<file path="src/clk_stream_regs.svh">
// Register offsets, field positions, reset values and codes
`ifndef CLK_STREAM_REGS_SVH
`define CLK_STREAM_REGS_SVH
`define OFF_CTRL   12'h000
`define OFF_SDIV   12'h004
`define OFF_PDIV   12'h008
`define OFF_STAT   12'h00c
`define CTRL_RST   32'h0000_7015
`define DIV_RST    32'h0ffe_0001
`define F_FMT      1:0
`define F_QUAD     2
`define F_RES      5:3
`define F_SW       7:6
`define F_BBSEL    8
`define F_FEN      9
`define F_SRC      10
`define F_EXT      11
`define F_PBYP     12
`define F_RSCALE   15:13
`define F_TSSEL    18:16
`define F_SERDIV   23:20
`define F_LOW      11:0
`define F_HIGH     27:16
`define FMT_UNS    2'b00
`define FMT_SM     2'b01
`define RES_1      3'b000
`define RES_2      3'b010
`define RES_3      3'b100
`define RS_X2      3'b000
`define RS_D4      3'b001
`define RS_D2      3'b010
`define RS_X1      3'b011
`define RS_X4      3'b100
`define SW_B0      2'b00
`define SW_B01     2'b01
`define SW_B02     2'b10
`define FRAC_BASE  13'h1000
`define SLICE_LAST 4'hf
`define TS_BASE    15'h0080
`endif

</file>
<file path="src/clk_stream_pkg.sv">
// Types shared by the sample clock and stream blocks
package clk_stream_pkg;
  typedef logic [2:0] level_t;
  typedef logic [11:0] count_t;
  typedef enum logic [1:0] {
    ST_ZERO  = 2'b01,
    ST_SHIFT = 2'b10
  } ser_state_t;
endpackage

</file>
<file path="src/frac_div_if.sv">
// Link between the clock chain and one fractional divider
`timescale 1ns/100ps
`default_nettype none
interface frac_div_if;
  import clk_stream_pkg::*;
  count_t low_count;
  count_t high_count;
  logic   in_tick;
  logic   out_tick;
  modport div  (input low_count, high_count, in_tick, output out_tick);
  modport user (output low_count, high_count, in_tick, input out_tick);
endinterface
`default_nettype wire

</file>
<file path="src/frac_divider.sv">
// Fractional tick divider, ratio low / (4096 - high + low)
`timescale 1ns/100ps
`default_nettype none
`include "clk_stream_regs.svh"
module frac_divider (
  input wire logic  clk_sys_in,
  input wire logic  srst_in,
  frac_div_if.div   div_port
);
  import clk_stream_pkg::*;
  logic [12:0] acc;
  wire  [12:0] span = `FRAC_BASE - {1'b0, div_port.high_count}
                      + {1'b0, div_port.low_count};
  wire  [13:0] sum  = {1'b0, acc} + {2'b00, div_port.low_count};
  wire         wrap = (span != 13'h0000) && (sum >= {1'b0, span});
  // Overflow of the accumulator picks floor or ceil period in turn
  wire  [13:0] next_acc = wrap ? sum - {1'b0, span} : sum;

  always_ff @(posedge clk_sys_in) begin
    if (srst_in) begin
      acc <= 13'h0000;
      div_port.out_tick <= 1'b0;
    end else begin
      if (div_port.in_tick) begin
        acc <= next_acc[12:0];
      end
      div_port.out_tick <= div_port.in_tick & wrap;
    end
  end
endmodule
`default_nettype wire

</file>
<file path="src/sample_clock_stream.sv">
// Sample encoding, clock generation and serial stream output
// What this block does
// - Format 00 unsigned, 01 sign-magnitude, 1x two's complement.
// - Quad enable 0 keeps only I lanes, 1 keeps I and Q except at three-bit resolution (I only).
// - Resolution 000 one bit, 010 two bits, 100 three bits.
// - Two-bit codes per level follow the three format tables.
// - Fractional ratio is low / (4096 - high + low).
// - Fraction comes from alternating adjacent integer periods.
// - Source and fraction bits pick and scale the sampling clock.
// - External enable takes sampling edges from the external pin.
// - I on bit0 and bit1, Q on bit2 and bit3; at three-bit resolution bit2 carries the I LSB.
// - Stream width picks bit0, bit0+1, bit0+2 or all four.
// - Sixteen bits per selected lane in order, then repeat.
// - Four 16-bit holding registers feed four shift registers.
// - Zeros follow the valid bits until the next load.
// - A marker flags the start of each valid slice.
// - Time sync pulses every 128 to 16384 sampling ticks.
// - Crystal pre-divider is fractional, bypassed when select is 1.
// - Reference scale x2, /4, /2, x1 and x4.
// - Baseband clock pin shows scaled reference or sampling clock.
//
// Chosen here: the placing of the registers and the APB slave port.
`timescale 1ns/100ps
`default_nettype none
`include "clk_stream_regs.svh"
module sample_clock_stream (
  input  wire logic                   clk_sys_in,
  input  wire logic                   srst_in,
  input  wire logic                   psel_in,
  input  wire logic                   penable_in,
  input  wire logic                   pwrite_in,
  input  wire logic [11:0]            paddr_in,
  input  wire logic [31:0]            pwdata_in,
  output logic      [31:0]            prdata_out,
  output logic                        pready_out,
  output logic                        pslverr_out,
  input  wire clk_stream_pkg::level_t adc_i_level_in,
  input  wire clk_stream_pkg::level_t adc_q_level_in,
  input  wire logic                   external_sampling_clock_pin_in,
  output logic                        baseband_clock_pin_out,
  output logic      [3:0]             sample_bits_out,
  output logic                        serial_data_out,
  output logic                        serial_clock_out,
  output logic                        slice_start_marker_out,
  output logic                        time_sync_out
);
  import clk_stream_pkg::*;

  // ----------------------------------------
  // Register bus
  // ----------------------------------------
  logic [31:0] ctrl;
  logic [31:0] sdiv_reg;
  logic [31:0] pdiv_reg;
  logic [31:0] status;
  wire hit_ctrl = paddr_in == `OFF_CTRL;
  wire hit_sdiv = paddr_in == `OFF_SDIV;
  wire hit_pdiv = paddr_in == `OFF_PDIV;
  wire hit_stat = paddr_in == `OFF_STAT;
  wire mapped   = hit_ctrl | hit_sdiv | hit_pdiv | hit_stat;
  // One wait state: data and error are ready when pready rises
  wire access   = psel_in & penable_in & ~pready_out;
  wire wr_done  = psel_in & penable_in & pready_out & pwrite_in;
  wire [31:0] rd_mux = hit_ctrl ? ctrl :
                       hit_sdiv ? sdiv_reg :
                       hit_pdiv ? pdiv_reg :
                       hit_stat ? status : 32'h0000_0000;

  always_ff @(posedge clk_sys_in) begin
    if (srst_in) begin
      pready_out  <= 1'b0;
      pslverr_out <= 1'b0;
      prdata_out  <= 32'h0000_0000;
    end else begin
      pready_out  <= access;
      pslverr_out <= access & ~mapped;
      prdata_out  <= (access & ~pwrite_in) ? rd_mux : 32'h0000_0000;
    end
  end

  always_ff @(posedge clk_sys_in) begin
    if (srst_in) begin
      ctrl     <= `CTRL_RST;
      sdiv_reg <= `DIV_RST;
      pdiv_reg <= `DIV_RST;
    end else if (wr_done) begin
      if (hit_ctrl) ctrl <= pwdata_in;
      if (hit_sdiv) sdiv_reg <= pwdata_in;
      if (hit_pdiv) pdiv_reg <= pwdata_in;
    end
  end

  wire [1:0] fmt   = ctrl[`F_FMT];
  wire       quad  = ctrl[`F_QUAD];
  wire [2:0] res   = ctrl[`F_RES];
  wire [1:0] sw    = ctrl[`F_SW];
  wire [2:0] rsc   = ctrl[`F_RSCALE];
  wire [3:0] serdv = ctrl[`F_SERDIV];

  // ----------------------------------------
  // Reference chain
  // ----------------------------------------
  // Ticks model clock edges; a bypassed pre-divider ticks every
  // cycle, so the x2 and x4 options need a pre-divided reference.
  frac_div_if pre_if ();
  frac_div_if smp_if ();
  assign pre_if.low_count  = pdiv_reg[`F_LOW];
  assign pre_if.high_count = pdiv_reg[`F_HIGH];
  assign pre_if.in_tick    = 1'b1;
  frac_divider u_pre (
    .clk_sys_in (clk_sys_in),
    .srst_in    (srst_in),
    .div_port   (pre_if.div)
  );
  wire ref_tick = ctrl[`F_PBYP] | pre_if.out_tick;

  logic [15:0] pcnt;
  logic [15:0] period;
  logic [15:0] subcnt;
  logic [1:0]  ecnt;
  logic [1:0]  dcnt;
  wire         is_x4   = rsc == `RS_X4;
  wire         is_mul  = is_x4 | (rsc == `RS_X2);
  wire  [15:0] quarter = is_x4 ? period >> 2 : period >> 1;
  wire         extra   = is_mul & (ecnt != 2'b00) & (subcnt == quarter)
                         & (quarter != 16'h0000);
  wire         div_hit = (rsc == `RS_D2) ? dcnt[0] : (dcnt == 2'b11);
  logic        scaled_tick;

  always_comb begin
    case (rsc)
      `RS_X2, `RS_X4: scaled_tick = ref_tick | extra;
      `RS_D2, `RS_D4: scaled_tick = ref_tick & div_hit;
      `RS_X1:         scaled_tick = ref_tick;
      default:        scaled_tick = ref_tick;
    endcase
  end

  always_ff @(posedge clk_sys_in) begin
    if (srst_in) begin
      pcnt   <= 16'h0000;
      period <= 16'h0000;
      subcnt <= 16'h0000;
      ecnt   <= 2'b00;
      dcnt   <= 2'b00;
    end else if (ref_tick) begin
      pcnt   <= 16'h0001;
      period <= pcnt;
      subcnt <= 16'h0001;
      ecnt   <= is_x4 ? 2'b11 : 2'b01;
      dcnt   <= dcnt + 2'b01;
    end else begin
      pcnt   <= pcnt + 16'h0001;
      subcnt <= extra ? 16'h0001 : subcnt + 16'h0001;
      if (extra) ecnt <= ecnt - 2'b01;
    end
  end

  // ----------------------------------------
  // Sampling clock select
  // ----------------------------------------
  wire samp_src = ctrl[`F_SRC] ? ref_tick : scaled_tick;
  assign smp_if.low_count  = sdiv_reg[`F_LOW];
  assign smp_if.high_count = sdiv_reg[`F_HIGH];
  assign smp_if.in_tick    = samp_src;
  frac_divider u_smp (
    .clk_sys_in (clk_sys_in),
    .srst_in    (srst_in),
    .div_port   (smp_if.div)
  );
  wire int_tick = ctrl[`F_FEN] ? smp_if.out_tick : samp_src;
  logic ext_prev;
  wire  ext_rise = external_sampling_clock_pin_in & ~ext_prev;
  wire  sample_tick = ctrl[`F_EXT] ? ext_rise : int_tick;
  wire  bb_tick = ctrl[`F_BBSEL] ? sample_tick : scaled_tick;

  always_ff @(posedge clk_sys_in) begin
    if (srst_in) begin
      ext_prev               <= 1'b0;
      baseband_clock_pin_out <= 1'b0;
    end else begin
      ext_prev <= external_sampling_clock_pin_in;
      if (bb_tick) baseband_clock_pin_out <= ~baseband_clock_pin_out;
    end
  end

  // ----------------------------------------
  // Sample encoding
  // ----------------------------------------
  // Level code 0..7 stands for -7..+7; shorter codes are the top bits
  function automatic logic [2:0] encode(input level_t lv,
                                        input logic [1:0] f);
    logic [2:0] c;
    c = lv;
    if (f[1]) begin
      c = lv ^ 3'h4;
    end else if (f == `FMT_SM) begin
      c = {~lv[2], lv[2] ? lv[1:0] : ~lv[1:0]};
    end
    return c;
  endfunction

  wire [2:0] ci = encode(adc_i_level_in, fmt);
  wire [2:0] cq = encode(adc_q_level_in, fmt);
  wire       r1 = res == `RES_1;
  wire       r3 = res == `RES_3;
  wire [3:0] new_bits = {
    (~r3 & ~r1 & quad) ? cq[1] : 1'b0,
    r3 ? ci[0] : (quad ? cq[2] : 1'b0),
    r1 ? 1'b0 : ci[1],
    ci[2]};

  // ----------------------------------------
  // Holding and shift registers
  // ----------------------------------------
  logic [15:0] hold [4];
  logic [15:0] sh   [4];
  logic [3:0]  hcnt;
  logic [3:0]  bcnt;
  logic [1:0]  pos;
  logic [3:0]  scnt;
  ser_state_t  state;
  wire load     = sample_tick & (hcnt == `SLICE_LAST);
  wire ser_tick = scnt == serdv;

  function automatic logic [1:0] lane_of(input logic [1:0] w,
                                         input logic [1:0] p);
    logic [1:0] l;
    l = p;
    if (w == `SW_B02 && p == 2'b01) l = 2'b10;
    return l;
  endfunction

  function automatic logic [1:0] last_pos(input logic [1:0] w);
    logic [1:0] l;
    l = 2'b11;
    if (w == `SW_B0) l = 2'b00;
    else if (w == `SW_B01 || w == `SW_B02) l = 2'b01;
    return l;
  endfunction

  wire [1:0] lane = lane_of(sw, pos);

  always_ff @(posedge clk_sys_in) begin
    if (srst_in) begin
      hcnt <= 4'h0;
      sample_bits_out <= 4'h0;
    end else if (sample_tick) begin
      hcnt <= hcnt + 4'h1;
      sample_bits_out <= new_bits;
    end
  end

  always_ff @(posedge clk_sys_in) begin
    for (int k = 0; k < 4; k++) begin
      if (srst_in) begin
        hold[k] <= 16'h0000;
      end else if (sample_tick) begin
        hold[k] <= {hold[k][14:0], new_bits[k]};
      end
    end
  end

  // A slow serial clock is overrun by the next load; software sizes it
  always_ff @(posedge clk_sys_in) begin
    if (srst_in) begin
      state <= ST_ZERO;
      pos   <= 2'b00;
      bcnt  <= 4'h0;
      scnt  <= 4'h0;
      for (int k = 0; k < 4; k++) sh[k] <= 16'h0000;
    end else begin
      scnt <= ser_tick ? 4'h0 : scnt + 4'h1;
      if (load) begin
        for (int k = 0; k < 4; k++)
          sh[k] <= {hold[k][14:0], new_bits[k]};
        state <= ST_SHIFT;
        pos   <= 2'b00;
        bcnt  <= 4'h0;
      end else if (ser_tick && state == ST_SHIFT) begin
        sh[lane] <= {sh[lane][14:0], 1'b0};
        bcnt     <= bcnt + 4'h1;
        if (bcnt == `SLICE_LAST) begin
          if (pos == last_pos(sw)) state <= ST_ZERO;
          else pos <= pos + 2'b01;
        end
      end
    end
  end

  always_ff @(posedge clk_sys_in) begin
    if (srst_in) begin
      serial_data_out        <= 1'b0;
      serial_clock_out       <= 1'b0;
      slice_start_marker_out <= 1'b0;
    end else begin
      serial_clock_out <= ser_tick & ~load;
      slice_start_marker_out <= ser_tick & ~load & (state == ST_SHIFT)
                                & (bcnt == 4'h0);
      if (ser_tick && !load)
        serial_data_out <= (state == ST_SHIFT) & sh[lane][15];
    end
  end

  // ----------------------------------------
  // Time sync
  // ----------------------------------------
  logic [14:0] tcnt;
  wire  [14:0] tlim = (`TS_BASE << ctrl[`F_TSSEL]) - 15'h0001;
  wire         ts_hit = sample_tick & (tcnt >= tlim);

  always_ff @(posedge clk_sys_in) begin
    if (srst_in) begin
      tcnt          <= 15'h0000;
      time_sync_out <= 1'b0;
    end else begin
      time_sync_out <= ts_hit;
      if (ts_hit) tcnt <= 15'h0000;
      else if (sample_tick) tcnt <= tcnt + 15'h0001;
    end
  end

  assign status = {20'h00000, state == ST_SHIFT, 1'b0, pos, bcnt, hcnt};
endmodule
`default_nettype wire

</file>
<file path="config.mk">
export PLATFORM = sky130hd
export DESIGN_NAME = sample_clock_stream
export DESIGN_NICKNAME = d
export VERILOG_FILES = /design/src/clk_stream_pkg.sv /design/src/frac_div_if.sv /design/src/frac_divider.sv /design/src/sample_clock_stream.sv
export VERILOG_INCLUDE_DIRS = /design/src /design/src/src
export SDC_FILE = /design/constraint.sdc
export NUM_CORES = 1
export LEC_CHECK = 0
export BUFFER_PORTS_ARGS = -buffer_cell sky130_fd_sc_hd__buf_2
export CAP_MARGIN = 0
export CELL_PAD_IN_SITES_DETAIL_PLACEMENT = 1
export CELL_PAD_IN_SITES_GLOBAL_PLACEMENT = 2
export CORE_MARGIN = 8
export CORE_UTILIZATION = 30
export CTS_CLUSTER_DIAMETER = 120
export DETAILED_ROUTE_END_ITERATION = 10
export PLACE_DENSITY = 0.64
export SLEW_MARGIN = 20
export SYNTH_ARGS = -nofsm -noshare
export SYNTH_HDL_FRONTEND = slang
export SYNTH_HIERARCHICAL = 1
export SYNTH_SLANG_ARGS = --single-unit
export TNS_END_PERCENT = 50
</file>
<file path="constraint.sdc">
create_clock -name clk_sys_in -period 5.7 [get_ports clk_sys_in]
set_clock_uncertainty 0.15 [all_clocks]
set_input_delay 0.855 -clock clk_sys_in [delete_from_list [all_inputs] [get_ports clk_sys_in]]
set_output_delay 0.855 -clock clk_sys_in [all_outputs]
set_load 0.02 [all_outputs]
</file>
; Yosys cells after proc, flatten, opt, wreduce, memory -nomap -nowiden
; Memory sizes are Yosys's and may differ from the RTL's.
; Cells that the tools add are included.
[word_totals]
register_bits = 251
ram_bits = 128
in_bits = 56
word_cells = 217
n_memories = 2
[op_classes]
add_sub_neg = 18
order_cmp = 3
n_eq_ne = 18
n_shift = 1
n_mux = 63
n_bitwise = 48
reduce_logical = 34
[memory_table]
columns = name, words, word_bits, rd, rd_clocked_by_memory_dff, wr, line
row1 = hold, 4, 16, 4, 0, 4, sample_clock_stream.sv:216  ; logic [15:0] hold [4];
row2 = sh, 4, 16, 1, 0, 4, sample_clock_stream.sv:217  ; logic [15:0] sh [4];
[ops]
columns = operator, n
row1 = $mux 16, 9
row2 = $mux 32, 3
row3 = $mux 2, 17
row4 = $add 16x1->16 const B, 2
row5 = $add 13x12->14, 2
row6 = $ge 14x13->1, 2
row7 = $add 13x12->13, 2
row8 = $mux 13, 2
row9 = $reduce_bool 13->1, 2
row10 = $sub 13x12->13 const A, 2
row11 = $sub 13x13->13, 2
row12 = $mux 1, 25
row13 = $eq 12x4->1 const B, 2
row14 = $and 1x1->1, 20
row15 = $eq 16x15->1, 1
row16 = $reduce_bool 16->1, 1
row17 = $reduce_or 16->1, 1
row18 = $add 15x1->15 const B, 1
row19 = $ge 15x15->1, 1
row20 = $mux 15, 1
row21 = $shl 8x3->15 const A, 1
row22 = $sub 15x1->15 const B, 1
row23 = $or 1x1->1, 14
row24 = $reduce_or 2->1, 7
row25 = 28 further kinds, 64

; Longest topological paths before layout
[logic_depth]
ltp_word = 18
ltp_mapped = 18

; Cells and area by module
; Netlist, hierarchy kept.
[modules_own_cells]
columns = module, n_inst, cells_per_inst, area_per_inst_um2
row1 = sample_clock_stream, 1, 1587, 15028.2
row2 = frac_divider (u_pre), 1, 321, 2439.8
row3 = frac_divider (u_smp), 1, 319, 2436.1

; Worst setup path after synthesis
; OpenSTA, ideal clock, no wires.
[synth_path]
path_type = reg2reg
startpoint = register ctrl[15]
endpoint = memory hold[0][0] (enable)
setup_ps = 428
t_arrival_ps = 3578
path_slack_ps = 1544
stages_incl_launch_ff = 11
period_less_slack_ps = 4156
path_cell_list = dfxtp_1 > or3b_1 > buf_2 > a221oi_1 > o211ai_1 > a211oi_1 > nand4_2 > and2_4 > buf_6 > clkbuf_1 > nand2b_1
[synth_rtl]
columns = element, line
row1 = "start, declared", sample_clock_stream.sv:52  ; logic [31:0] ctrl;
row2 = "start signal, assigned", sample_clock_stream.sv:83  ; ctrl <= `CTRL_RST;
row3 = "start signal, assigned", sample_clock_stream.sv:87  ; if (hit_ctrl) ctrl <= pwdata_in;
row4 = "end, declared", sample_clock_stream.sv:216

; Worst setup path in the final report
[layout_path]
startpoint = register pdiv_reg[0]
endpoint = register u_pre.acc[11]
[layout_via]
elab_chain_cells = 4
[layout_rtl]
columns = element, line
row1 = "start, declared", sample_clock_stream.sv:54  ; logic [31:0] pdiv_reg;
row2 = "start signal, assigned", sample_clock_stream.sv:85  ; pdiv_reg <= `DIV_RST;
row3 = "start signal, assigned", sample_clock_stream.sv:89  ; if (hit_pdiv) pdiv_reg <= pwdata_in;
row4 = $add 13x12->14 / $add 13x12->13 (equally long branches), n/a
row5 = $ge 14x13->1 / $reduce_bool 13->1 (equally long branches), frac_divider.sv:15  ; wire wrap = (span != 13'h0000) && (sum >= {1'b0, span});
row6 = $logic_and 1x1->1, frac_divider.sv:15
row7 = $mux 13 (*), frac_divider.sv:17  ; wire [13:0] next_acc = wrap ? sum - {1'b0, span} : sum;
row8 = "end signal, assigned", frac_divider.sv:25  ; acc <= next_acc[12:0];
row9 = "end, declared", frac_divider.sv:11  ; logic [12:0] acc;
; Every way passes the cells marked *; elsewhere a longest branch is shown, timed or not.
; A chain may end at the register's enable or synchronous reset.

==> impl_metrics.yaml <==
routing:
  first_iter_violations: 921
  avgRoutedWirePerCell_um: 20.6
  detail_route.vias_per_cell: 5.29
  firstDrtPassIters: 5
  wl_um: 65800
  route.detailed.drc: 0
  num_vias: 16900
  antenna_left: 0
logic_synthesis:
  synth-edff-count: 120
  ys_ff_latch: 374
  ys_seq_area_share_pct: 43.7
  synth_ff_type: "dfxtp_1"
  synth_commonest_cells: "330 x nand2_1, 254 x dfxtp_1, 205 x nor2_1, 191 x a21oi_1, 120 x edfxtp_1"
  syn_area_um2: 19900
  yosys-top-cells-area: "dfxtp_1 26%, edfxtp_1 18%, nand2_1 6.2%, ha_1 5.8%, a21oi_1 4.8%"
  synth_warnings: 6
  synth.avg_cell_area_um2: 8.94
  synthArstFlopShare_pct: 0
  synth_cell_type_count: 87
  synthCells: 2227
  yosysMostFrequentCell: "nand2_1"
  synth_top_area_share_pct: 25.5
  yosys.area.top_type: "dfxtp_1"
power_and_ir_drop:
  p_int_mw: 5.59
  switching_share_pct: 29.2
  irDropWorstVdd_uv: 212
  cellLeakagePower_nw: 9.14
  pwr_density_cell_nw_per_um2: 345
  p_seq_share_pct: 37.1
  p_sw_mw: 2.30
  pwr-share-comb_pct: 21.0
  clock_power_share_pct: 42.0
critical_path:
  endpoint_kind: "register"
  rrSetupSlack_ps: 850
  worstPathCellList: "inv_1 -> ha_1 -> fa_1 -> nand2b_1 -> a21oi_1 -> or4_1 -> o311ai_0 -> ha_1 -> nand4_1 -> a211oi_1 -> nor4_1 -> o21ai_0 -> nand2_1 -> o211a_1 -> or4_1 -> a311oi_1"
  cp-start-kind: "register"
  critical_path.top_delay_family: "compound AO/OA/AOI/OAI gates"
  cp_data_arrival_time_ps: 5180
  required_ps: 6030
  slowest_delay_ps: 590
  path_class: "register to register"
  critPathBufInv: 1
  cp_slowest_cell: "or4_1"
  worstPathMaxFanout: 14
clock_tree:
  postCtsSetupBuffers: 0
  cts-buffers-inserted: 47
  cts_tree: "yes"
  worst_skew_pair.late_latency_ps: 590
  clockBufferDepth: 3
  cts_resized: 0
  cts.sink_count: 374
  htreeDepth: 2
  hold_buffers: 0
  clk_pin_slew_ps: 60
  cts_root_buf: "clkbuf_16"
timing:
  report.final.slew_viol_count: 0
  rsz0062_at_grt: "false"
  max_freq_mhz: 206
  setup_viol: 0
  finalCritPeriodShare_pct: 85.1
  tns_ps: 0
  finalHoldViolations: 0
  relSlewSlack_pct: 30.3
  period_minus_slack_ps: 4850
  worst_pin_slew_ps: 1040
  fin_hold_ws_ps: 308
layout:
  layout-drive-gt1-share_pct: 10.8
  design_area_um2: 22900
  area_growth_pct: 15.1
  largest_reg_flops: 64
  fin_cells: 3187
  top_regs: "sh (64), hold (60)"
  n_fill_cell: 7553
  fin_nets: 2433
  final_util_pct: 34.9
  top_register: "sh"
grt:
  grt_overflow: 0
  grt_pass1_vias: 17300
  grt_pass1_wl_um: 103000
  grt_use_total_pct: 17.2
  grt_start_max_net_pins: 68
  grt_antenna_before_repair: 9
die:
  die_w_um: 274
  die_y_um: 274
  ios: 99
  fp-row-count: 94
  core_area_um2: 65700
  initial_core_util_pct: 30.3
  die_area_um2: 74800
status:
  status: "finished clean"
worst_hold_path:
  hold_class: "register to register"
placement:
  dp_hpwl_um: 45900
  dpl.cell_count: 3094
  numPortBuffers: 97
  place_area_um2: 21200
  gp_congestion: 0.823
run:
  maxCapViolations: 0
==> power by group through the flow <==
stage | Combinational, mW | Clock, mW | Sequential, mW
floorplan | 1.25 | 0 | 2.95
global placement | 1.62 | 0 | 2.98
detailed placement | 1.65 | 0 | 2.98
CTS | 1.66 | 3.41 | 2.93
global route | 1.86 | 3.52 | 2.94
finish | 1.66 | 3.31 | 2.93
==> placed cells by master, fill, tap and decap left out, types with 25 or more instances in the layout <==
cell type,netlist,routed
nand3b_1,35,35
inv_1,75,75
o21ai_0,60,60
nand3_1,50,50
edfxtp_1,120,120
a32o_1,33,33
xnor2_1,66,66
buf_2,9,96
nand2_1,330,329
ha_1,92,92
a21oi_1,191,191
mux2i_1,32,32
and2_1,70,70
clkbuf_16,0,47
nor2_1,205,203
nor3_1,38,36
xor2_1,37,37
dfxtp_1,254,254
buf_4,0,25
a22o_1,30,30
==> logic make-up after synthesis <==
logic type / after synthesis / synth area share (%)
AO/OA/AOI/OAI: 532 / 18.0
multiplexers: 43 / 2.23
buffers and inverters: 195 / 4.00
flip-flops: 374 / 43.7
other: 1 / 0.0188
adder cells (fa/ha/maj): 98 / 6.39
XOR/XNOR: 103 / 4.53
AND/OR/NAND/NOR: 881 / 21.2
==> area by class of cell <==
type	count	area [um2]	share of cell area (%)
multi-input combinational	1659	10500	45.6
timing repair buffer	122	679	2.96
tap	864	1080	4.72
clock inverter	20	335	1.46
sequential	374	8690	37.9
inverter	75	282	1.23
clock buffer	67	1380	6.03
antenna	6	15.0	0.0655
==> worst reg2reg max path, stage by stage, from the launching register on <==
cell	delay [ps]
dfxtp_1	410
inv_1	70
ha_1	220
fa_1	400
nand2b_1	180
a21oi_1	320
or4_1	180
o311ai_0	210
ha_1	450
nand4_1	150
a211oi_1	340
nor4_1	130
o21ai_0	170
nand2_1	90
o211a_1	430
or4_1	590
a311oi_1	270
==> metal layers <==
| layer | track usage (%) | vias to the layer above | share of wire (%) |
|---|---|---|---|
| li1 | - | 8099 | - |
| met1 | 23.8 | 8395 | 49 |
| met2 | 26.9 | 282 | 44 |
| met3 | 3.34 | 85 | 4.6 |
| met4 | 5.20 | 4 | 2.5 |
| met5 | 0 | - | 0.041 |
==> final timing paths <==
kind                                    from             to  depth (start not counted)
worst max-delay path             pdiv_reg[0]  u_pre/acc[11]                         16
worst min-delay path            sdiv_reg[31]   sdiv_reg[31]                          2
worst max register to register   pdiv_reg[0]  u_pre/acc[11]                         16
worst min register to register  sdiv_reg[31]   sdiv_reg[31]                          2
==> stage by stage <==
stage | total power [mW] | worst slack [ps]
finish | 7.90 | 852
global route | 8.32 | 469
CTS | 8.00 | 839
detailed placement | 4.64 | 878
global placement | 4.61 | 1000
floorplan | 4.20 | 1540
(Power assumes the default switching activity.)
